$ cat config.mk
export PLATFORM = sky130hd
export DESIGN_NAME = psc_controller
export DESIGN_NICKNAME = d
export VERILOG_FILES = /design/src/logic/psc_pkg.sv /design/src/logic/psc_controller.sv /design/src/logic/psc_key_memory.sv
export VERILOG_INCLUDE_DIRS = /design/src /design/src/logic
export SDC_FILE = /design/constraint.sdc
export NUM_CORES = 1
export LEC_CHECK = 0
export BUFFER_PORTS_ARGS = -buffer_cell sky130_fd_sc_hd__buf_2
export CAP_MARGIN = 15
export CORE_MARGIN = 1.5
export CORE_UTILIZATION = 53
export CTS_CLUSTER_SIZE = 28
export DETAILED_ROUTE_END_ITERATION = 16
export PLACE_DENSITY_LB_ADDON = 0.25
export SYNTH_ARGS = -nofsm -noshare
export SYNTH_HDL_FRONTEND = slang
export SYNTH_SLANG_ARGS = --single-unit
$ cat constraint.sdc
create_clock -name sys_clk_i -period 2.6 [get_ports sys_clk_i]
set_clock_uncertainty 0.1 [all_clocks]
set_input_delay 0 -clock sys_clk_i [delete_from_list [all_inputs] [get_ports sys_clk_i]]
set_output_delay 0 -clock sys_clk_i [all_outputs]
set_load 0.005 [all_outputs]
$ cat src/logic/psc_defines.svh
`ifndef PSC_DEFINES_SVH
`define PSC_DEFINES_SVH

// clock and timing figures
`define PSC_CLK_HZ        40000000
`define PSC_DISCARD_MS    100
`define PSC_DEBOUNCE_MS   5
`define PSC_BLINK_MS      250
`define PSC_SETTLE_CYC    4
`define PSC_PROBE_CYC     16

// register byte addresses
`define PSC_ADDR_CTRL     12'h000
`define PSC_ADDR_STATUS   12'h004
`define PSC_ADDR_TEST     12'h008
`define PSC_ADDR_KEYS     12'h00C

// control register
`define PSC_CTRL_RESET    32'h00000001
`define PSC_CTRL_FLOW_BIT 0

// test cause bits
`define PSC_CAUSE_STRAP   0
`define PSC_CAUSE_BUTTON  1
`define PSC_CAUSE_TAMPER  2
`define PSC_CAUSE_FW      3
`define PSC_CAUSE_ISO     4

// usb class, key codes and probe pattern
`define PSC_CLASS_HID     8'h03
`define PSC_KEY_CAPS      8'h39
`define PSC_KEY_NUM       8'h53
`define PSC_KEY_SCROLL    8'h47
`define PSC_PROBE_PATTERN 8'hA5

`endif

$ cat src/logic/psc_pkg.sv
`default_nettype none

package psc_pkg;

    // operating state
    typedef enum logic [4:0] {
        psc_st_settle = 5'b00001,
        psc_st_probe  = 5'b00010,
        psc_st_run    = 5'b00100,
        psc_st_fail   = 5'b01000,
        psc_st_lock   = 5'b10000
    } psc_state_type;

    // port admission
    typedef enum logic [1:0] {
        psc_port_idle   = 2'b00,
        psc_port_accept = 2'b01,
        psc_port_reject = 2'b10
    } psc_port_type;

endpackage : psc_pkg

`default_nettype wire

$ cat src/logic/psc_controller.sv
// Summary of operation
// - boot selects channel 1, its LED lit
// - channel changes only on button press
// - no data forwarded in failure state
// - switch clears stacks, drops keys 100 ms
// - keep four latest keys, wiped on switch
// - admit only HID class peripherals
// - reject re-enumeration as another class
// - merged stream only to selected channel
// - keyboard and mouse switch as pair
// - show lock key states on panel
// - tamper blows fuse, chase LEDs forever
// - failed battery at test acts as tamper
// - log tamper events with time stamp
// - remote tamper or battery kills remote
// - run self-test at every power-on
// - channel 1 held at boot forces failure
// - test buttons, tamper, firmware, isolation
// - test failure blinks LEDs, stops data
// - selected channel LED follows selection
//
// Local design decisions: the register addresses and the APB interface to the registers.
`include "psc_defines.svh"
`default_nettype none

module psc_controller #(
    parameter int unsigned N_CHAN       = 4,
    parameter int unsigned DISCARD_CYC  = `PSC_DISCARD_MS * (`PSC_CLK_HZ / 1000),
    parameter int unsigned DEBOUNCE_CYC = `PSC_DEBOUNCE_MS * (`PSC_CLK_HZ / 1000),
    parameter int unsigned BLINK_CYC    = `PSC_BLINK_MS * (`PSC_CLK_HZ / 1000)
) (
    input  wire logic              sys_clk_i,
    input  wire logic              nrst_i,
    input  wire logic              psel_i,
    input  wire logic              penable_i,
    input  wire logic              pwrite_i,
    input  wire logic [11:0]       paddr_i,
    input  wire logic [31:0]       pwdata_i,
    output logic      [31:0]       prdata_o,
    output logic                   pready_o,
    output logic                   pslverr_o,
    input  wire logic [N_CHAN-1:0] btn_panel_i,
    input  wire logic [N_CHAN-1:0] btn_remote_i,
    input  wire logic              tamper_i,
    input  wire logic              batt_fail_i,
    input  wire logic              remote_tamper_i,
    input  wire logic              remote_batt_fail_i,
    input  wire logic              fuse_blown_i,
    input  wire logic              iso_echo_i,
    input  wire logic              fw_ok_i,
    input  wire logic [1:0]        enum_valid_i,
    input  wire logic [15:0]       enum_class_i,
    input  wire logic [1:0]        detach_i,
    input  wire logic              kbd_valid_i,
    input  wire logic [7:0]        kbd_data_i,
    input  wire logic              mouse_valid_i,
    input  wire logic [7:0]        mouse_data_i,
    input  wire logic [31:0]       rtc_time_i,
    output logic                   strm_valid_o,
    output logic                   strm_src_o,
    output logic      [7:0]        strm_data_o,
    output logic      [N_CHAN-1:0] strm_chan_o,
    output logic                   stack_clear_o,
    output logic      [1:0]        keyboard_mouse_pair_en_o,
    output logic      [N_CHAN-1:0] chan_led_o,
    output logic      [2:0]        lock_led_o,
    output logic                   fuse_blow_o,
    output logic                   remote_kill_o,
    output logic                   log_wr_o,
    output logic      [1:0]        log_cause_o,
    output logic      [31:0]       log_time_o,
    output psc_pkg::psc_state_type mode_o
);
    import psc_pkg::*;

    localparam int unsigned CW  = $clog2(N_CHAN);
    localparam int unsigned NB  = 2 * N_CHAN;
    localparam int unsigned NP  = NB + 6;
    localparam int unsigned NL  = N_CHAN + 3;
    localparam int unsigned DW  = $clog2(DEBOUNCE_CYC + 1);
    localparam int unsigned DCW = $clog2(DISCARD_CYC + 1);
    localparam int unsigned BW  = $clog2(BLINK_CYC + 1);

    // refuse unserved shapes
    generate
        if (N_CHAN < 2 || N_CHAN > 16 || DISCARD_CYC < 1 || DEBOUNCE_CYC < 1 || BLINK_CYC < 1)
        begin : g_bad
            $error("psc_controller: bad parameters");
        end
    endgenerate

    function automatic logic [N_CHAN-1:0] psc_onehot(input logic [CW-1:0] idx);
        psc_onehot      = '0;
        psc_onehot[idx] = 1'b1;
    endfunction : psc_onehot

    function automatic logic [CW-1:0] psc_first(input logic [N_CHAN-1:0] v);
        psc_first = '0;
        for (int i = N_CHAN - 1; i >= 0; i--)
            if (v[i])
                psc_first = CW'(i);
    endfunction : psc_first

    psc_state_type  state;
    psc_state_type  next_state;
    logic [7:0]     st_cnt;
    logic [4:0]     test_cause;
    logic [CW-1:0]  sel;
    logic [DCW-1:0] disc_cnt;
    logic           remote_dis;
    logic [31:0]    ctrl;
    logic [2:0]     lock_state;
    logic [1:0]     port_ok;
    logic [3:0]     port_code;
    logic [NP-1:0]  pin_meta;
    logic [NP-1:0]  pin_sync;
    logic [NB-1:0]  btn_press;
    logic           kpend;
    logic           mpend;
    logic [7:0]     kdata;
    logic [7:0]     mdata;
    logic           last_mouse;
    logic [BW-1:0]  blink_cnt;
    logic [3:0]     chase_ptr;
    logic [31:0]    key_hist;

    // two-flop pin synchronisers
    wire [NP-1:0] pin_raw = {fuse_blown_i, remote_batt_fail_i, remote_tamper_i,
                             batt_fail_i, tamper_i, iso_echo_i, btn_remote_i, btn_panel_i};
    always_ff @(posedge sys_clk_i or negedge nrst_i)
    begin
        if (!nrst_i)
        begin
            pin_meta <= '0;
            pin_sync <= '0;
        end
        else
        begin
            pin_meta <= pin_raw;
            pin_sync <= pin_meta;
        end
    end

    // synchronised pin levels
    wire [NB-1:0] btn_level  = pin_sync[NB-1:0];
    wire          iso_seen   = pin_sync[NB];
    wire          tamper     = pin_sync[NB+1];
    wire          batt_bad   = pin_sync[NB+2];
    wire          r_tamper   = pin_sync[NB+3];
    wire          r_batt_bad = pin_sync[NB+4];
    wire          fuse_gone  = pin_sync[NB+5];

    // debounce, one pulse per press
    genvar b;
    generate
        for (b = 0; b < NB; b++)
        begin : g_deb
            logic [DW-1:0] cnt;
            logic          stable;
            logic          press;
            assign btn_press[b] = press;
            always_ff @(posedge sys_clk_i or negedge nrst_i)
            begin
                if (!nrst_i)
                begin
                    cnt    <= '0;
                    stable <= 1'b0;
                    press  <= 1'b0;
                end
                else
                begin
                    press <= 1'b0;
                    if (btn_level[b] == stable)
                        cnt <= '0;
                    else if (cnt == DW'(DEBOUNCE_CYC - 1))
                    begin
                        cnt    <= '0;
                        stable <= btn_level[b];
                        press  <= btn_level[b];
                    end
                    else
                        cnt <= cnt + 1'b1;
                end
            end
        end
    endgenerate

    // panel or live remote presses
    wire [N_CHAN-1:0] press_any = btn_press[N_CHAN-1:0]
                                | (btn_press[NB-1:N_CHAN] & {N_CHAN{~remote_dis}});
    wire [CW-1:0]     press_idx = psc_first(press_any);
    wire              do_switch = (state == psc_st_run) && (|press_any) && (press_idx != sel);

    // self-test evaluation
    wire settle_end = (state == psc_st_settle) && (st_cnt == 8'(`PSC_SETTLE_CYC - 1));
    wire probe_end  = (state == psc_st_probe) && (st_cnt == 8'(`PSC_PROBE_CYC - 1));
    wire [4:0] cause_now = {iso_seen, ~fw_ok_i, tamper | batt_bad, |btn_level, 1'b0};
    wire [4:0] next_cause = test_cause
                          | ((state == psc_st_probe) ? cause_now : 5'h00)
                          | {4'h0, settle_end & btn_level[0]};
    wire tamper_hit = tamper && (state != psc_st_lock);
    wire batt_hit   = batt_bad && (state == psc_st_probe);
    wire lock_event = tamper_hit || batt_hit || (fuse_gone && state != psc_st_lock);

    // operating state sequence
    always_comb
    begin
        next_state = state;
        case (state)
            psc_st_settle: if (settle_end)
                next_state = next_cause[`PSC_CAUSE_STRAP] ? psc_st_fail : psc_st_probe;
            psc_st_probe:  if (probe_end)
                next_state = (|next_cause) ? psc_st_fail : psc_st_run;
            psc_st_run:    next_state = psc_st_run;
            psc_st_fail:   next_state = psc_st_fail;
            psc_st_lock:   next_state = psc_st_lock;
            default:       next_state = psc_st_settle;
        endcase
        if (lock_event)
            next_state = psc_st_lock;
    end

    // state and test record
    always_ff @(posedge sys_clk_i or negedge nrst_i)
    begin
        if (!nrst_i)
        begin
            state      <= psc_st_settle;
            st_cnt     <= '0;
            test_cause <= '0;
        end
        else
        begin
            state      <= next_state;
            st_cnt     <= (next_state != state) ? 8'h00 : st_cnt + 8'h01;
            test_cause <= next_cause;
        end
    end

    // selection and discard window
    always_ff @(posedge sys_clk_i or negedge nrst_i)
    begin
        if (!nrst_i)
        begin
            sel      <= '0;
            disc_cnt <= '0;
        end
        else if (do_switch)
        begin
            sel      <= press_idx;
            disc_cnt <= DCW'(DISCARD_CYC);
        end
        else if (disc_cnt != '0)
            disc_cnt <= disc_cnt - 1'b1;
    end

    // remote control kill latch
    always_ff @(posedge sys_clk_i or negedge nrst_i)
    begin
        if (!nrst_i)
            remote_dis <= 1'b0;
        else if (r_tamper || r_batt_bad)
            remote_dis <= 1'b1;
    end

    // peripheral admission per port, 0 keyboard, 1 mouse
    genvar p;
    generate
        for (p = 0; p < 2; p++)
        begin : g_port
            psc_port_type pstat;
            logic [7:0]   pclass;
            wire  [7:0]   cls = enum_class_i[8*p +: 8];
            assign port_ok[p]         = (pstat == psc_port_accept);
            assign port_code[2*p +: 2] = pstat;
            always_ff @(posedge sys_clk_i or negedge nrst_i)
            begin
                if (!nrst_i)
                begin
                    pstat  <= psc_port_idle;
                    pclass <= 8'h00;
                end
                else if (detach_i[p])
                    pstat <= psc_port_idle;
                else if (enum_valid_i[p])
                begin
                    case (pstat)
                        psc_port_idle:
                        begin
                            pstat  <= (cls == `PSC_CLASS_HID) ? psc_port_accept : psc_port_reject;
                            pclass <= cls;
                        end
                        psc_port_accept: if (cls != pclass)
                            pstat <= psc_port_reject;
                        default: pstat <= pstat;
                    endcase
                end
            end
        end
    endgenerate

    // merge path gates
    wire flow     = (state == psc_st_run) && ctrl[`PSC_CTRL_FLOW_BIT];
    wire kbd_take = flow && kbd_valid_i && port_ok[0] && (disc_cnt == '0) && !do_switch;
    wire ms_take  = flow && mouse_valid_i && port_ok[1] && !do_switch;
    wire send_m   = mpend && (!kpend || !last_mouse);
    wire send_k   = kpend && !send_m;

    // one slot per source
    always_ff @(posedge sys_clk_i or negedge nrst_i)
    begin
        if (!nrst_i)
        begin
            kpend      <= 1'b0;
            mpend      <= 1'b0;
            kdata      <= 8'h00;
            mdata      <= 8'h00;
            last_mouse <= 1'b0;
        end
        else if (do_switch || !flow)
        begin
            kpend <= 1'b0;
            mpend <= 1'b0;
        end
        else
        begin
            kpend      <= kbd_take | (kpend & ~send_k);
            mpend      <= ms_take | (mpend & ~send_m);
            kdata      <= kbd_take ? kbd_data_i : kdata;
            mdata      <= ms_take ? mouse_data_i : mdata;
            last_mouse <= send_m ? 1'b1 : (send_k ? 1'b0 : last_mouse);
        end
    end

    // stream out or probe
    always_ff @(posedge sys_clk_i or negedge nrst_i)
    begin
        if (!nrst_i)
        begin
            strm_valid_o <= 1'b0;
            strm_src_o   <= 1'b0;
            strm_data_o  <= 8'h00;
            strm_chan_o  <= '0;
        end
        else if (state == psc_st_probe)
        begin
            strm_valid_o <= 1'b1;
            strm_src_o   <= 1'b0;
            strm_data_o  <= `PSC_PROBE_PATTERN;
            strm_chan_o  <= '0;
        end
        else
        begin
            strm_valid_o <= flow && (send_k || send_m);
            strm_src_o   <= send_m;
            strm_data_o  <= send_m ? mdata : kdata;
            strm_chan_o  <= (state == psc_st_run) ? psc_onehot(sel) : '0;
        end
    end

    // lock key tracking
    always_ff @(posedge sys_clk_i or negedge nrst_i)
    begin
        if (!nrst_i)
            lock_state <= 3'b000;
        else if (do_switch)
            lock_state <= 3'b000;
        else if (flow && send_k)
        begin
            lock_state[0] <= lock_state[0] ^ (kdata == `PSC_KEY_CAPS);
            lock_state[1] <= lock_state[1] ^ (kdata == `PSC_KEY_NUM);
            lock_state[2] <= lock_state[2] ^ (kdata == `PSC_KEY_SCROLL);
        end
    end

    // four most recent key codes
    psc_key_memory #(
        .DEPTH (4),
        .WIDTH (8)
    ) u_keys (
        .sys_clk_i (sys_clk_i),
        .nrst_i    (nrst_i),
        .clear_i   (do_switch),
        .wr_i      (flow && send_k),
        .data_i    (kdata),
        .hist_o    (key_hist)
    );

    // led chaser timing
    wire [3:0] chase_len = (state == psc_st_lock) ? 4'(NL) : 4'(N_CHAN);
    always_ff @(posedge sys_clk_i or negedge nrst_i)
    begin
        if (!nrst_i)
        begin
            blink_cnt <= '0;
            chase_ptr <= 4'h0;
        end
        else if (blink_cnt == BW'(BLINK_CYC - 1))
        begin
            blink_cnt <= '0;
            chase_ptr <= (chase_ptr >= chase_len - 4'h1) ? 4'h0 : chase_ptr + 4'h1;
        end
        else
            blink_cnt <= blink_cnt + 1'b1;
    end

    // indicators and log
    wire [NL-1:0] chase_vec = NL'(1) << chase_ptr;
    always_ff @(posedge sys_clk_i or negedge nrst_i)
    begin
        if (!nrst_i)
        begin
            chan_led_o               <= '0;
            lock_led_o               <= 3'b000;
            fuse_blow_o              <= 1'b0;
            keyboard_mouse_pair_en_o <= 2'b00;
            stack_clear_o            <= 1'b0;
            remote_kill_o            <= 1'b0;
            log_wr_o                 <= 1'b0;
            log_cause_o              <= 2'b00;
            log_time_o               <= 32'h00000000;
            mode_o                   <= psc_st_settle;
        end
        else
        begin
            case (state)
                psc_st_fail: chan_led_o <= chase_vec[N_CHAN-1:0];
                psc_st_lock: chan_led_o <= chase_vec[N_CHAN-1:0];
                default:     chan_led_o <= psc_onehot(sel);
            endcase
            lock_led_o <= (state == psc_st_lock) ? chase_vec[NL-1:N_CHAN]
                        : (state == psc_st_run) ? lock_state : 3'b000;
            fuse_blow_o              <= fuse_blow_o | (state == psc_st_lock);
            keyboard_mouse_pair_en_o <= {2{state == psc_st_run}};
            stack_clear_o            <= do_switch;
            remote_kill_o            <= remote_dis;
            log_wr_o                 <= (tamper_hit || batt_hit);
            if (tamper_hit || batt_hit)
            begin
                log_cause_o <= {batt_hit, tamper_hit};
                log_time_o  <= rtc_time_i;
            end
            mode_o <= state;
        end
    end

    // apb decode
    wire hit_ctrl = (paddr_i == `PSC_ADDR_CTRL);
    wire hit_stat = (paddr_i == `PSC_ADDR_STATUS);
    wire hit_test = (paddr_i == `PSC_ADDR_TEST);
    wire hit_keys = (paddr_i == `PSC_ADDR_KEYS);
    wire addr_ok  = hit_ctrl | hit_stat | hit_test | hit_keys;
    wire apb_acc  = psel_i & penable_i & ~pready_o;
    wire [31:0] status_word = {13'h0000, disc_cnt != '0, fuse_blow_o, remote_dis,
                               port_code, lock_state, state, 4'(sel)};
    wire [31:0] rd_mux = hit_ctrl ? ctrl
                       : hit_stat ? status_word
                       : hit_test ? {27'h0000000, test_cause}
                       : hit_keys ? key_hist : 32'h00000000;

    // one wait state slave
    always_ff @(posedge sys_clk_i or negedge nrst_i)
    begin
        if (!nrst_i)
        begin
            pready_o  <= 1'b0;
            prdata_o  <= 32'h00000000;
            pslverr_o <= 1'b0;
            ctrl      <= `PSC_CTRL_RESET;
        end
        else
        begin
            pready_o  <= apb_acc;
            pslverr_o <= apb_acc & ~addr_ok;
            if (apb_acc)
                prdata_o <= pwrite_i ? 32'h00000000 : rd_mux;
            if (psel_i && penable_i && pready_o && pwrite_i && hit_ctrl)
                ctrl <= pwdata_i;
        end
    end

endmodule : psc_controller

`default_nettype wire

$ cat src/logic/psc_key_memory.sv
`default_nettype none

module psc_key_memory #(
    parameter int unsigned DEPTH = 4,
    parameter int unsigned WIDTH = 8
) (
    input  wire logic                   sys_clk_i,
    input  wire logic                   nrst_i,
    input  wire logic                   clear_i,
    input  wire logic                   wr_i,
    input  wire logic [WIDTH-1:0]       data_i,
    output logic      [DEPTH*WIDTH-1:0] hist_o
);

    // refuse bad shapes
    generate
        if (DEPTH < 2 || WIDTH < 1)
        begin : g_bad
            $error("psc_key_memory: bad shape");
        end
    endgenerate

    // newest in low slot; clear wipes
    always_ff @(posedge sys_clk_i or negedge nrst_i)
    begin
        if (!nrst_i)
            hist_o <= '0;
        else if (clear_i)
            hist_o <= '0;
        else if (wr_i)
            hist_o <= {hist_o[DEPTH*WIDTH-WIDTH-1:0], data_i};
    end

endmodule : psc_key_memory

`default_nettype wire

* After elaboration in Yosys (flattened, before gate mapping)
Cells that the tools add are included.
** Word-level totals
- Register bits after elaboration :: 464
- Bits of input ports :: 134
- Output and inout bits :: 100
- Word-level logic and storage cells :: 307
** Operators by class
- Add/subtract/negate cells :: 13
- $lt $le $gt $ge :: 3
- Eq/ne operators :: 41
- Shift operators :: 1
- Multiplexer cells :: 83
- Bitwise logic cells :: 37
- Reduce and logical (&&, ||, !) cells :: 66
** Operators by type and width (count)
- two-way mux 18 bit :: 16
- two-way mux 32 bit :: 7
- adder 18 x 1 -> 18 bit, second input constant :: 8
- == test 18 bit, second input constant :: 8
- two-way mux 22 bit :: 2
- two-way mux 2 bit :: 13
- case mux 5 bit (5 select lines) :: 1
- adder 24 x 1 -> 24 bit, second input constant :: 1
- == test 12 x 4 -> 1 bit, second input constant :: 2
- == test 24 bit, second input constant :: 1
- == test 8 x 2 -> 1 bit, second input constant :: 3
- logical AND 1 bit :: 24
- two-way mux 24 bit :: 1
- two-way mux 4 bit :: 6
- two-way mux 8 bit :: 3
- two-way mux 1 bit :: 23
- zero test 22 bit :: 1
- AND reduction 2 bit :: 11
- nonzero test 22 bit :: 1
- subtractor 22 x 1 -> 22 bit, second input constant :: 1
- two-way mux 5 bit :: 4
- NOT 1 bit :: 17
- == test 8 x 7 -> 1 bit, second input constant :: 2
- != test 8 bit :: 2
- 42 further kinds :: 86

* Longest topological paths before layout
Gate-level depths: netlist (run 1).
- Depth after elaboration :: 13
- Depth in mapped cells :: 9
- Depth with buffers taken out :: 8

* Hierarchy
Synthesis (run 1) repeated with hierarchy kept, for this count alone.
** Second synthesis, totals
- Cell total of the unflattened synthesis :: 1859
- Area total of the unflattened synthesis :: 20349.5 µm²
** By module, submodules not included
- psc_controller :: times used 1, cells an instance 1756, area an instance 19025.7 µm², seq. area each 10814.1 µm²
- psc_key_memory :: times used 1, cells an instance 103, area an instance 1323.8 µm², seq. area each 800.8 µm²

* Worst setup path before layout (run 1)
No wires, ideal clock.
- Path kind :: register -> register
- From :: register state[0]
- To :: register log_time_o[12]
- Library setup time :: 125 ps
- Arrival time :: 2186 ps
- Required time :: 2375 ps
- Slack :: 190 ps
- Cell stages (with the launch flop) :: 9
- Path buffers :: 2
- Clock period less this slack :: 2410 ps
- Cell sequence :: dfstp_2 > clkbuf_1 > nor3_2 > and2_1 > inv_1 > nand2_1 > nand2_1 > clkbuf_1 > mux2_2
** On the way
- Cells in the longest elaborated chain, start to end :: 3
- Elaborated cells on any way between the ends :: 5
- Classes of those cells :: 2 x eq/ne; 3 x reduce/logical
** RTL lines
- start, declared :: RTL line psc_controller.sv:104 : psc_state_type state;
- start signal, assigned :: RTL line psc_controller.sv:228 : state <= psc_st_settle;
- start signal, assigned :: RTL line psc_controller.sv:234 : state <= next_state;
- != test 5 bit / == test 5 x 2 -> 1 bit (equally long branches) :: RTL line psc_controller.sv:201, psc_controller.sv:202
- logical AND 1 bit (on tied branches) :: RTL line psc_controller.sv:201, psc_controller.sv:202
- logical OR 1 bit * :: RTL line psc_controller.sv:438 : if (tamper_hit || batt_hit)
- end signal, assigned :: RTL line psc_controller.sv:441 : log_time_o <= rtc_time_i;
- end, declared :: RTL line psc_controller.sv:71 : output logic [31:0] log_time_o,
Every way passes the cells marked *; elsewhere a longest branch is shown, timed or not.
A chain may end at the register's enable or synchronous reset.

* Worst setup path in the final report (run 1)
- From :: register st_cnt[4]
- To :: register st_cnt[4]
** On the way
- Cells in the longest elaborated chain, start to end :: 11
- Elaborated cells on any way between the ends :: 16
- Classes of those cells :: 1 x add/sub; 3 x eq/ne; 7 x mux; 2 x bitwise; 3 x reduce/logical
** RTL lines
- start, declared :: RTL line psc_controller.sv:106 : logic [7:0] st_cnt;
- start signal, assigned :: RTL line psc_controller.sv:235 : st_cnt <= (next_state != state) ? 8'h00 : st_cnt + 8'h01;
- == test 8 x 2 -> 1 bit :: RTL line psc_controller.sv:195 : wire settle_end = (state == psc_st_settle) && (st_cnt == 8'(`PSC_SETTLE_CYC - 1));
- logical AND 1 bit :: RTL line psc_controller.sv:195
- AND 1 bit :: RTL line psc_controller.sv:200 : | {4'h0, settle_end & btn_level[0]};
- bitwise OR 5 x 1 -> 5 bit :: RTL line psc_controller.sv:200
- OR reduction 5 bit :: RTL line psc_controller.sv:213 : next_state = (|next_cause) ? psc_st_fail : psc_st_run;
- two-way mux 4 bit :: RTL line psc_controller.sv:213
- two-way mux 5 bit :: RTL line psc_controller.sv:212 : psc_st_probe: if (probe_end)
- case mux 5 bit (5 select lines) :: RTL line psc_controller.sv:209 : case (state)
- two-way mux 5 bit :: RTL line psc_controller.sv:219 : if (lock_event)
- != test 5 bit :: RTL line psc_controller.sv:235
- two-way mux 8 bit * :: RTL line psc_controller.sv:235
Marked as above.

==> key figures, run 1 <==
Synth
  • Area leader, netlist: dfrtp_1
  • Synth Register Bits: 464
  • Instance count of the mapped netlist: 1901
  • Most used DFF post-synth: dfrtp_1
  • FFs w/ async S/R, synth: 100%
  • Ranking of synthesized cells by area: dfrtp_1 57%, mux2_2 5.7%, nor2_1 4.9%
  • Synth warn: 0
  • EDFF count, synth: 0
  • Post-synth top area share: 56.7%
  • Most frequent cells after synthesis: 461 x dfrtp_1, 267 x nor2_1, 221 x nand2_1
  • Sequential area share after synthesis: 57.0%
  • Yosys cell types: 69
  • Cell with the most instances after synthesis: dfrtp_1
  • Post-Syn Area: 20400 um^2
  • Syn nets: 2053
  • Avg Inst Size Synth: 10.7 um^2

Floorplanning
  • Die Span X: 199 um
  • Io pins: 234
  • Die Area: 39600 um^2
  • Core Footprint: 37800 um^2
  • Initial Utilization: 53.9%
  • Die Ht: 199 um
  • Row count: 71

Pwr
  • VDD IR max: 0.000581 V
  • Leakage power: 12.1 nW
  • PD cells: 654 nW/um^2
  • Tot Pwr: 16.9 mW

Layout
  • Final Cell Area: 25800 um^2
  • Layout overhead on the synthesized area: 26.7%
  • Layout cell share with drive strength beyond 1: 21.6%
  • Fin util: 68.3%
  • Non-filler cells, final: 2882
  • Final nets: 2486

Global routing
  • Grt total ovfl: 0
  • Global-route wire length before repair: 80300 um
  • Number of global-route vias before repair: 16.1k
  • Initial antenna violation count: 1
  • Total GRT Usage: 25.5%
  • Largest net degree at the start of global routing: 57

Placement
  • Port Buffers: 233
  • Hpwl dp: 31600 um
  • Gpl congestion: 0.834
  • Setup WS pre-CTS: -0.235 ns
  • Placed cell count: 2627
  • Placement Cell Area: 22400 um^2

Run status
  • Failing checks: negative setup slack
  • Status: complete, but fails checks

Drt
  • Final WL: 49100 um
  • TritonRoute pass-1 iters: 5
  • Via Count: 15.6k
  • DRC: 0
  • Avg WL per Cell: 17.0 um
  • Routed Antenna Nets: 0
  • Vias per cell: 5.41
  • 1st-iter DRT viols: 956

Min path
  • Worst Hold Class: primary input to flop

Worst setup path
  • Worst-path cell chain: or4_1 -> o211ai_1 -> o31ai_1 -> a2111oi_0 -> o211ai_1 -> buf_4 -> nor2_1
  • Worst Setup End Kind: flop
  • CP max-delay cell: or4_1
  • Worst endpoint data arrival time: 3.00 ns
  • CP max stage delay: 0.59 ns
  • Most used cell, CP: o211ai_1
  • Data required, critical path: 3.00 ns
  • Crit path launch type: flop
  • Maximum fanout along the worst path: 8
  • Critical setup path kind: flop to flop

STA
  • Final Hold Fails: 0
  • Slew HR: 46.2%
  • Hold slack: 0.0561 ns
  • Shortest period the worst path allows: 2.60 ns
  • Worst slew pin tran: 0.805 ns
  • # setup viols final: 1
  • Total negative setup slack: -0.00239 ns
  • Fmax achieved: 384 MHz
  • Slew Limit Fails: 0
  • Setup WS post-layout: -0.00239 ns
  • Final Cycle Share: 100%

Clocking
  • Total CTS buffers: 48
  • Clk root buf: clkbuf_16
  • # H-tree levels: 2
  • Clock slew at reported path FFs: 0.06 ns
  • Clock sinks: 464
  • CTS max path bufs: 3
  • CTS tree: done
  • Clock Latency Late Sink: 0.57 ns

Job
  • Max-cap check violation count: 0
-- layout make-up --
class / count / area, um^2
tap: 511 / 639
fill: 2748 / 12000
sequential: 464 / 11600
timing repair buffer: 455 / 3400
inverter: 38 / 143
clock inverter: 18 / 199
multi-input combinational: 1327 / 8390
antenna: 1 / 2.50
clock buffer: 68 / 1410
-- flip-flops by register name (all words and copies together) (netlist names), 8 cells and up --
signal and cells:
g_port.pclass 16, log_time_o 32, u_keys.hist_o 32, kdata 8, g_deb.stable 8, strm_data_o 8, ctrl 32, blink_cnt 24
prdata_o 32, pin_sync 14, disc_cnt 22, g_deb.cnt 144, g_deb.press 8, pin_meta 14, st_cnt 8, mdata 8
-- critical path, delay by kind of cell, from the launching register on --
| kind | cells | cell delay (ns) |
|---|---|---|
| AOI/OAI and AO/OA | 4 | 1.10 |
| buffers and inverters | 1 | 0.20 |
| DFF | 1 | 0.42 |
| and+or+nand+nor | 2 | 0.71 |
-- cell usage in the layout, fill, tap and decap left out, types with 12 or more instances in the layout --
cell type,n
a21oi_1,63
a22oi_1,13
and3_1,44
buf_12,12
buf_2,232
buf_4,47
clkbuf_16,49
dfrtp_1,460
dlygate4sd3_1,163
ha_1,18
inv_1,37
mux2_2,103
nand2_1,221
nand2b_1,13
nand3_1,82
nand4_1,37
nor2_1,265
nor3_1,25
nor4_1,26
o2111ai_1,13
o21ai_0,35
xnor2_1,97
xor2_1,101
-- path summary, 6_finish.rpt --
| kind | endpoint | depth (start not counted) | slack, ns | from |
|---|---|---|---|---|
| max in group asynchronous | log_time_o[20] | 4 | 1.09 | nrst_i |
| min in group asynchronous | ctrl[11] | 3 | 0.47 | nrst_i |
| worst max register to register | st_cnt[4] | 7 | -0.002 | st_cnt[4] |
| worst min-delay path | prdata_o[7] | 6 | 0.06 | paddr_i[0] |
| worst max-delay path | st_cnt[4] | 7 | -0.002 | st_cnt[4] |
| worst min register to register | pin_sync[3] | 0 | 0.25 | pin_meta[3] |
-- metal layers --
layer  routed length (um)  GRT usage (%)  vias up
li1                     -              -     7375
met1                21100           32.5     7688
met2                24200           44.0      439
met3                 2360           4.43      104
met4                 1420           8.59        0
met5                    0              0        -
-- timing repair --
item,CTS,global route
buffers inserted,0,3
hold buffers,167,0
endpoints found under the setup margin,47,29
pin swaps,0,5
resized for setup,2,11
endpoints found under the hold margin,580,0
-- kinds of logic (layout without fill, tap and decap cells) --
family | count (synthesis) | after routing | share of synthesized area [%]
AO/OA/AOI/OAI | 184 | 184 | 5.79
XOR/XNOR | 198 | 198 | 8.52
adder cells (fa/ha/maj) | 18 | 18 | 1.11
buffers and inverters | 110 | 579 | 2.13
flip-flops | 464 | 464 | 57.0
multiplexers | 116 | 116 | 6.35
other | 0 | 1 | 0
AND/OR/NAND/NOR | 811 | 811 | 19.1
-- where the power goes --
group / internal, mW / switching (mW)
logic: 1.01 / 0.946
clock network: 4.16 / 2.83
registers: 7.66 / 0.273
Note: power is estimated with default switching activity, not from simulation.
==> run 2, diff against run 1 <==
--- a/config.mk
+++ b/config.mk
@@ -12,7 +12,7 @@
 export CORE_UTILIZATION = 53
 export CTS_CLUSTER_SIZE = 28
 export DETAILED_ROUTE_END_ITERATION = 16
-export PLACE_DENSITY_LB_ADDON = 0.25
+export PLACE_DENSITY_LB_ADDON = 0.1
 export SYNTH_ARGS = -nofsm -noshare
 export SYNTH_HDL_FRONTEND = slang
 export SYNTH_SLANG_ARGS = --single-unit
==> key figures, run 2 (synthesis gave the netlist of run 1 again) <==
STA
  • Shortest period the worst path allows: 2.46 ns (was 2.60 ns)
  • Slew HR: 49.9% (was 46.2%)
  • RSZ-0062 raised after global routing: no
  • Fmax achieved: 407 MHz (was 384 MHz)
  • Setup WS post-layout: 0.143 ns (was -0.00239 ns)
  • Hold slack: 0.0815 ns (was 0.0561 ns)
  • Final Hold Fails: 0 (unchanged)
  • Worst slew pin tran: 0.749 ns (was 0.805 ns)
  • Final Cycle Share: 94.5% (was 100%)
  • Slew Limit Fails: 0 (unchanged)
  • # setup viols final: 0 (was 1)
  • Total negative setup slack: 0 ns (was -0.00239 ns)

Pwr
  • Clock Power Share: 42.7% (was 41.4%)
  • Logic pwr share: 11.2% (was 11.6%)
  • Int Power: 13.2 mW (was 12.8 mW)
  • VDD IR max: 0.000716 V (was 0.000581 V)
  • Net Sw Frac: 23.4% (was 24.0%)
  • Leakage power: 12.0 nW (was 12.1 nW)
  • PD cells: 670 nW/um^2 (was 654 nW/um^2)
  • Sequential power share: 46.1% (was 47.0%)
  • Sw Pwr: 4.02 mW (was 4.05 mW)
  • Tot Pwr: 17.2 mW (was 16.9 mW)

Placement
  • Placed cell count: 2621 (was 2627)
  • Setup WS pre-CTS: 0.0834 ns (was -0.235 ns)
  • Gpl congestion: 0.869 (was 0.834)
  • Port Buffers: 233 (unchanged)
  • Hpwl dp: 31800 um (was 31600 um)

Run status
  • Status: completed (was complete, but fails checks)

Global routing
  • Global-route wire length before repair: 76300 um (was 80300 um)
  • Number of global-route vias before repair: 15.1k (was 16.1k)
  • Largest net degree at the start of global routing: 79 (was 57)
  • Total GRT Usage: 24.3% (was 25.5%)
  • Grt total ovfl: 0 (unchanged)
  • Initial antenna violation count: 1 (unchanged)

Clocking
  • Clock slew at reported path FFs: 0.06 ns (about the same)
  • Clk root buf: clkbuf_16 (unchanged)
  • Clock Latency Late Sink: 0.59 ns (was 0.57 ns)
  • CTS tree: done (unchanged)
  • Total CTS buffers: 50 (was 48)
  • Clock sinks: 464 (unchanged)
  • # H-tree levels: 2 (unchanged)
  • CTS max path bufs: 3 (unchanged)

Worst setup path
  • Worst Setup End Kind: flop (unchanged)
  • Critical setup path kind: flop to flop (unchanged)
  • Reg2Reg Setup Slack: 0.14 ns (was -0.002 ns)
  • Worst-path cell chain: inv_1 -> ha_1 -> or3b_2 -> nor3_2 -> buf_4 -> nand2_1 -> or4_1 -> xor2_1 -> o21ai_0 (was or4_1 -> o211ai_1 -> o31ai_1 -> a2111oi_0 -> o211ai_1 -> buf_4 -> nor2_1)
  • Crit path launch type: flop (unchanged)
  • CP max stage delay: 0.49 ns (was 0.59 ns)
  • CP startpoint: disc_cnt[0] (was st_cnt[4])
  • CP max-delay cell: or3b_2 (was or4_1)
  • Data required, critical path: 2.96 ns (was 3.00 ns)
  • Maximum fanout along the worst path: 6 (was 8)
  • Reg-to-Reg Start: disc_cnt[0] (was st_cnt[4])
  • Worst endpoint data arrival time: 2.82 ns (was 3.00 ns)

Layout
  • Non-filler cells, final: 2869 (was 2882)
  • Most frequent cells in the layout: 461 x dfrtp_1, 265 x nor2_1, 232 x buf_2, 221 x nand2_1, 153 x dlygate4sd3_1 (was 460 x dfrtp_1, 265 x nor2_1, 232 x buf_2, 221 x nand2_1, 163 x dlygate4sd3_1)
  • Layout overhead on the synthesized area: 26.0% (was 26.7%)
  • Max FFs per register: 144 (unchanged)
  • Layout cell share with drive strength beyond 1: 21.1% (was 21.6%)
  • Layout fillers: 2856 (was 2748)
  • Area occupied by multi-input gates: 8330 um^2 (was 8390 um^2)
  • Register area: 11600 um^2 (about the same)
  • Most common cell after layout, fill and taps aside: dfrtp_1 (unchanged)
  • Top reg by flops: g_deb.cnt (unchanged)
  • Final nets: 2468 (was 2486)

Floorplanning
  • Die Ht: 199 um (unchanged)
  • Io pins: 234 (unchanged)
  • Row count: 71 (unchanged)
  • Core Footprint: 37800 um^2 (unchanged)
  • Die Area: 39600 um^2 (unchanged)
  • Initial Utilization: 53.9% (unchanged)
  • Die Span X: 199 um (unchanged)

Drt
  • Avg WL per Cell: 16.4 um (was 17.0 um)
  • Final WL: 47000 um (was 49100 um)
  • DRC: 0 (unchanged)
  • 1st-iter DRT viols: 704 (was 956)
  • Via Count: 15.2k (was 15.6k)
  • Vias per cell: 5.30 (was 5.41)
  • TritonRoute pass-1 iters: 5 (unchanged)
  • Routed Antenna Nets: 0 (unchanged)

Min path
  • Hold Startpoint: pwdata_i[8] (was paddr_i[0])
  • Worst Hold Class: primary input to flop (unchanged)

Job
  • Max-cap check violation count: 0 (unchanged)
run 2: changes by cell type in the layout (fill, tap and decap cells not counted), moves of 2 or more:
| cell | delta |
|---|---|
| clkbuf_1 | +3 |
| buf_4 | -7 |
| clkbuf_16 | +2 |
| clkinv_2 | -2 |
| buf_12 | -3 |
| clkbuf_8 | +3 |
| dlygate4sd3_1 | -10 |
run 2: worst paths after layout:
check / endpoint / depth (start not counted)
worst max register to register: disc_cnt[18] / 9
max in group asynchronous: g_deb[4].stable / 4
worst max-delay path: disc_cnt[18] / 9
min in group asynchronous: g_port[1].pclass[1] / 3
worst min-delay path: ctrl[8] / 3
worst min register to register: pin_sync[1] / 0
run 2: cell type report:
| type | instances | area share, % |
|---|---|---|
| inverter | 38 | 0.556 |
| sequential | 464 | 45.3 |
| tap | 511 | 2.49 |
| multi-input combinational | 1327 | 32.5 |
| timing repair buffer | 435 | 12.4 |
| clock inverter | 17 | 0.858 |
| clock buffer | 76 | 5.89 |
| antenna | 1 | 0.00976 |
run 2: critical path: cells and delay by family, from the launching register on:
family / cells / cell delay (ns)
xor gates and xnor gates: 1 / 0.17
AOI/OAI and AO/OA: 1 / 0.11
DFF: 1 / 0.41
adders and majority gates: 1 / 0.17
and+or+nand+nor: 4 / 1.12
buffers and inverters: 2 / 0.25
run 2: power by group through the flow:
stage	clock (mW)	sequential, mW	combinational, mW
2_1_floorplan	0	8.02	0.871
3_3_place_gp	0	8.02	1.72
3_5_place_dp	0	8.04	1.74
4_1_cts	7.54	7.92	1.93
5_1_grt	7.80	7.98	2.11
6_report	7.33	7.92	1.93
run 2: repair_timing:
item                                    in CTS  in global routing
buffers inserted                             0                  1
endpoints found under the setup margin       0                 22
resized for setup                            0                  2
hold buffers                               154                  0
hold endpoints to repair                   613                  0
run 2: layer usage:
layer / part of all wire [%] / vias to the layer above / GRT usage [%]
li1: - / 7344 / -
met1: 45 / 7446 / 31.9
met2: 48 / 333 / 40.9
met3: 4.8 / 79 / 4.22
met4: 2.7 / 0 / 7.91
met5: 0 / - / 0
run 2: metrics by stage:
stage | area, um^2 | util (%)
CTS | 25600 | 67.9
floorplan | 20400 | -
global route | 25700 | 67.9
finish | 25700 | 67.9
global placement | 22400 | 59.2
detailed placement | 22400 | 59.2
==> run 3, diff against run 2 <==
--- a/config.mk
+++ b/config.mk
@@ -8,7 +8,7 @@
 export LEC_CHECK = 0
 export BUFFER_PORTS_ARGS = -buffer_cell sky130_fd_sc_hd__buf_2
 export CAP_MARGIN = 15
-export CORE_MARGIN = 1.5
+export CORE_MARGIN = 4
 export CORE_UTILIZATION = 53
 export CTS_CLUSTER_SIZE = 28
 export DETAILED_ROUTE_END_ITERATION = 16
==> key figures, run 3 (synthesis gave the netlist of run 1 again) <==
Run status
  • Status: completed (unchanged)

Drt
  • Via Count: 15.3k (was 15.2k)
  • 1st-iter DRT viols: 993 (was 704)
  • Vias per cell: 5.34 (was 5.30)
  • Avg WL per Cell: 17.1 um (was 16.4 um)
  • DRC: 0 (unchanged)
  • Routed Antenna Nets: 0 (unchanged)
  • Final WL: 48700 um (was 47000 um)
  • TritonRoute pass-1 iters: 5 (unchanged)

Clocking
  • Clock slew at reported path FFs: 0.06 ns (about the same)
  • CTS max path bufs: 3 (unchanged)
  • Total CTS buffers: 48 (was 50)
  • CTS tree: done (unchanged)
  • Clk root buf: clkbuf_16 (unchanged)
  • Clock Latency Late Sink: 0.58 ns (was 0.59 ns)
  • Clock sinks: 464 (unchanged)
  • # H-tree levels: 2 (unchanged)

Global routing
  • Total GRT Usage: 23.7% (was 24.3%)
  • Number of global-route vias before repair: 15.8k (was 15.1k)
  • Initial antenna violation count: 1 (unchanged)
  • M3 GR Usage: 3.82% (was 4.22%)
  • Largest net degree at the start of global routing: 80 (was 79)
  • GRT met1 Usage: 32.5% (was 31.9%)
  • Most Crowded Layer GR: met2 (unchanged)
  • Grt total ovfl: 0 (unchanged)
  • Global-route wire length before repair: 81100 um (was 76300 um)
  • GRT met2 Usage: 39.1% (was 40.9%)

Floorplanning
  • Die Span X: 204 um (was 199 um)
  • Row count: 71 (unchanged)
  • Initial Utilization: 53.9% (unchanged)
  • Core Footprint: 37800 um^2 (unchanged)
  • Die Area: 41600 um^2 (was 39600 um^2)
  • Die Ht: 204 um (was 199 um)
  • Io pins: 234 (unchanged)

Pwr
  • PD cells: 662 nW/um^2 (was 670 nW/um^2)
  • Leakage power: 12.0 nW (about the same)
  • VDD IR max: 0.000517 V (was 0.000716 V)
  • Tot Pwr: 16.9 mW (was 17.2 mW)

Layout
  • Max FFs per register: 144 (unchanged)
  • Final nets: 2460 (was 2468)
  • Top reg by flops: g_deb.cnt (unchanged)
  • Non-filler cells, final: 2858 (was 2869)
  • Most frequent cells in the layout: 461 x dfrtp_1, 265 x nor2_1, 232 x buf_2, 221 x nand2_1, 147 x dlygate4sd3_1 (was 461 x dfrtp_1, 265 x nor2_1, 232 x buf_2, 221 x nand2_1, 153 x dlygate4sd3_1)
  • Layout overhead on the synthesized area: 25.1% (was 26.0%)
  • Layout fillers: 2915 (was 2856)
  • Most common cell after layout, fill and taps aside: dfrtp_1 (unchanged)
  • Layout cell share with drive strength beyond 1: 20.9% (was 21.1%)

Worst setup path
  • Crit path launch type: flop (unchanged)
  • Worst endpoint data arrival time: 2.80 ns (was 2.82 ns)
  • Reg-to-Reg Start: remote_dis (was disc_cnt[0])
  • FF-to-FF path depth: 7 (was 9)
  • Setup crit end: mdata[5] (was disc_cnt[18])
  • Worst Setup End Kind: flop (unchanged)
  • R2R Path End: mdata[5] (was disc_cnt[18])
  • CP startpoint: remote_dis (was disc_cnt[0])
  • Data required, critical path: 2.95 ns (was 2.96 ns)
  • Maximum fanout along the worst path: 8 (was 6)
  • Reg2Reg Setup Slack: 0.15 ns (was 0.14 ns)
  • Critical setup path kind: flop to flop (unchanged)

STA
  • Hold slack: 0.0280 ns (was 0.0815 ns)
  • Final Hold Fails: 0 (unchanged)
  • Final Cycle Share: 94.3% (was 94.5%)
  • Slew Limit Fails: 0 (unchanged)
  • Shortest period the worst path allows: 2.45 ns (was 2.46 ns)
  • RSZ-0062 raised after global routing: no (unchanged)
  • # setup viols final: 0 (unchanged)
  • Fmax achieved: 408 MHz (was 407 MHz)
  • Slew HR: 43.4% (was 49.9%)
  • Worst slew pin tran: 0.847 ns (was 0.749 ns)
  • Total negative setup slack: 0 ns (unchanged)

Min path
  • Hold Path Stages: 5 (was 3)
  • Worst Hold Class: primary input to flop (unchanged)

Placement
  • Gpl congestion: 0.844 (was 0.869)
  • Placed cell count: 2620 (was 2621)
  • Hpwl dp: 32800 um (was 31800 um)
  • Port Buffers: 233 (unchanged)

Job
  • Max-cap check violation count: 0 (unchanged)
==> run 3: per-layer routing <==
metal	part of all wire [%]	wire length (um)
met5	0	0
met4	3.2	1550
met3	4.7	2290
met2	48	23200
met1	45	21700
==> run 3: cell type report <==
| type | instances | area, um^2 | area share (%) |
|---|---|---|---|
| clock buffers | 71 | 1400 | 5.49 |
| flip-flops and latches | 464 | 11600 | 45.6 |
| well taps | 511 | 639 | 2.51 |
| repair buffers | 429 | 3120 | 12.2 |
| diodes | 1 | 2.50 | 0.00983 |
| clock inverters | 17 | 210 | 0.826 |
| multi-input cells | 1327 | 8340 | 32.8 |
| inverters | 38 | 143 | 0.560 |
==> run 3: through the flow <==
stage,util [%],worst slack [ns],instance area [um^2]
global placement,59.2,0.163,22300
finish,67.4,0.149,25500
global route,67.4,0.00938,25500
detailed placement,59.2,0.0745,22300
floorplan,-,0.190,20400
CTS,67.4,0.0399,25400
==> run 3: worst min-delay path by stage <==
stage                               end  slack, ns  startpoint
CTS                        prdata_o[11]      0.006  paddr_i[3]
detailed placement  g_port[1].pclass[7]      -0.04      nrst_i
global placement    g_port[1].pclass[7]      -0.05      nrst_i
finish                          ctrl[9]       0.03      psel_i
floorplan                  blink_cnt[0]      -0.40      nrst_i
global route                    ctrl[9]       0.04      psel_i
==> run 3: critical path, cell delays in order, from the launching register on <==
cell and delay, ns:
dfrtp_1 0.45, nand2b_1 0.17, a221o_1 0.35, a211oi_1 0.36
o32ai_2 0.14, buf_4 0.19, nand3_2 0.20, mux2_2 0.37
==> run 3: power breakdown <==
group	switching, mW	leakage (nW)	internal (mW)
registers	0.288	6.22	7.66
logic	0.925	4.93	0.986
clock network	2.80	0.801	4.21
total	4.01	12.0	12.9
==> run 3: repair_timing <==
item                                   in CTS  in global routing
gates resized for setup                     0                  3
hold buffers                              147                  0
setup endpoints to repair                   0                  6
endpoints found under the hold margin     613                  0
setup buffers                               0                  2
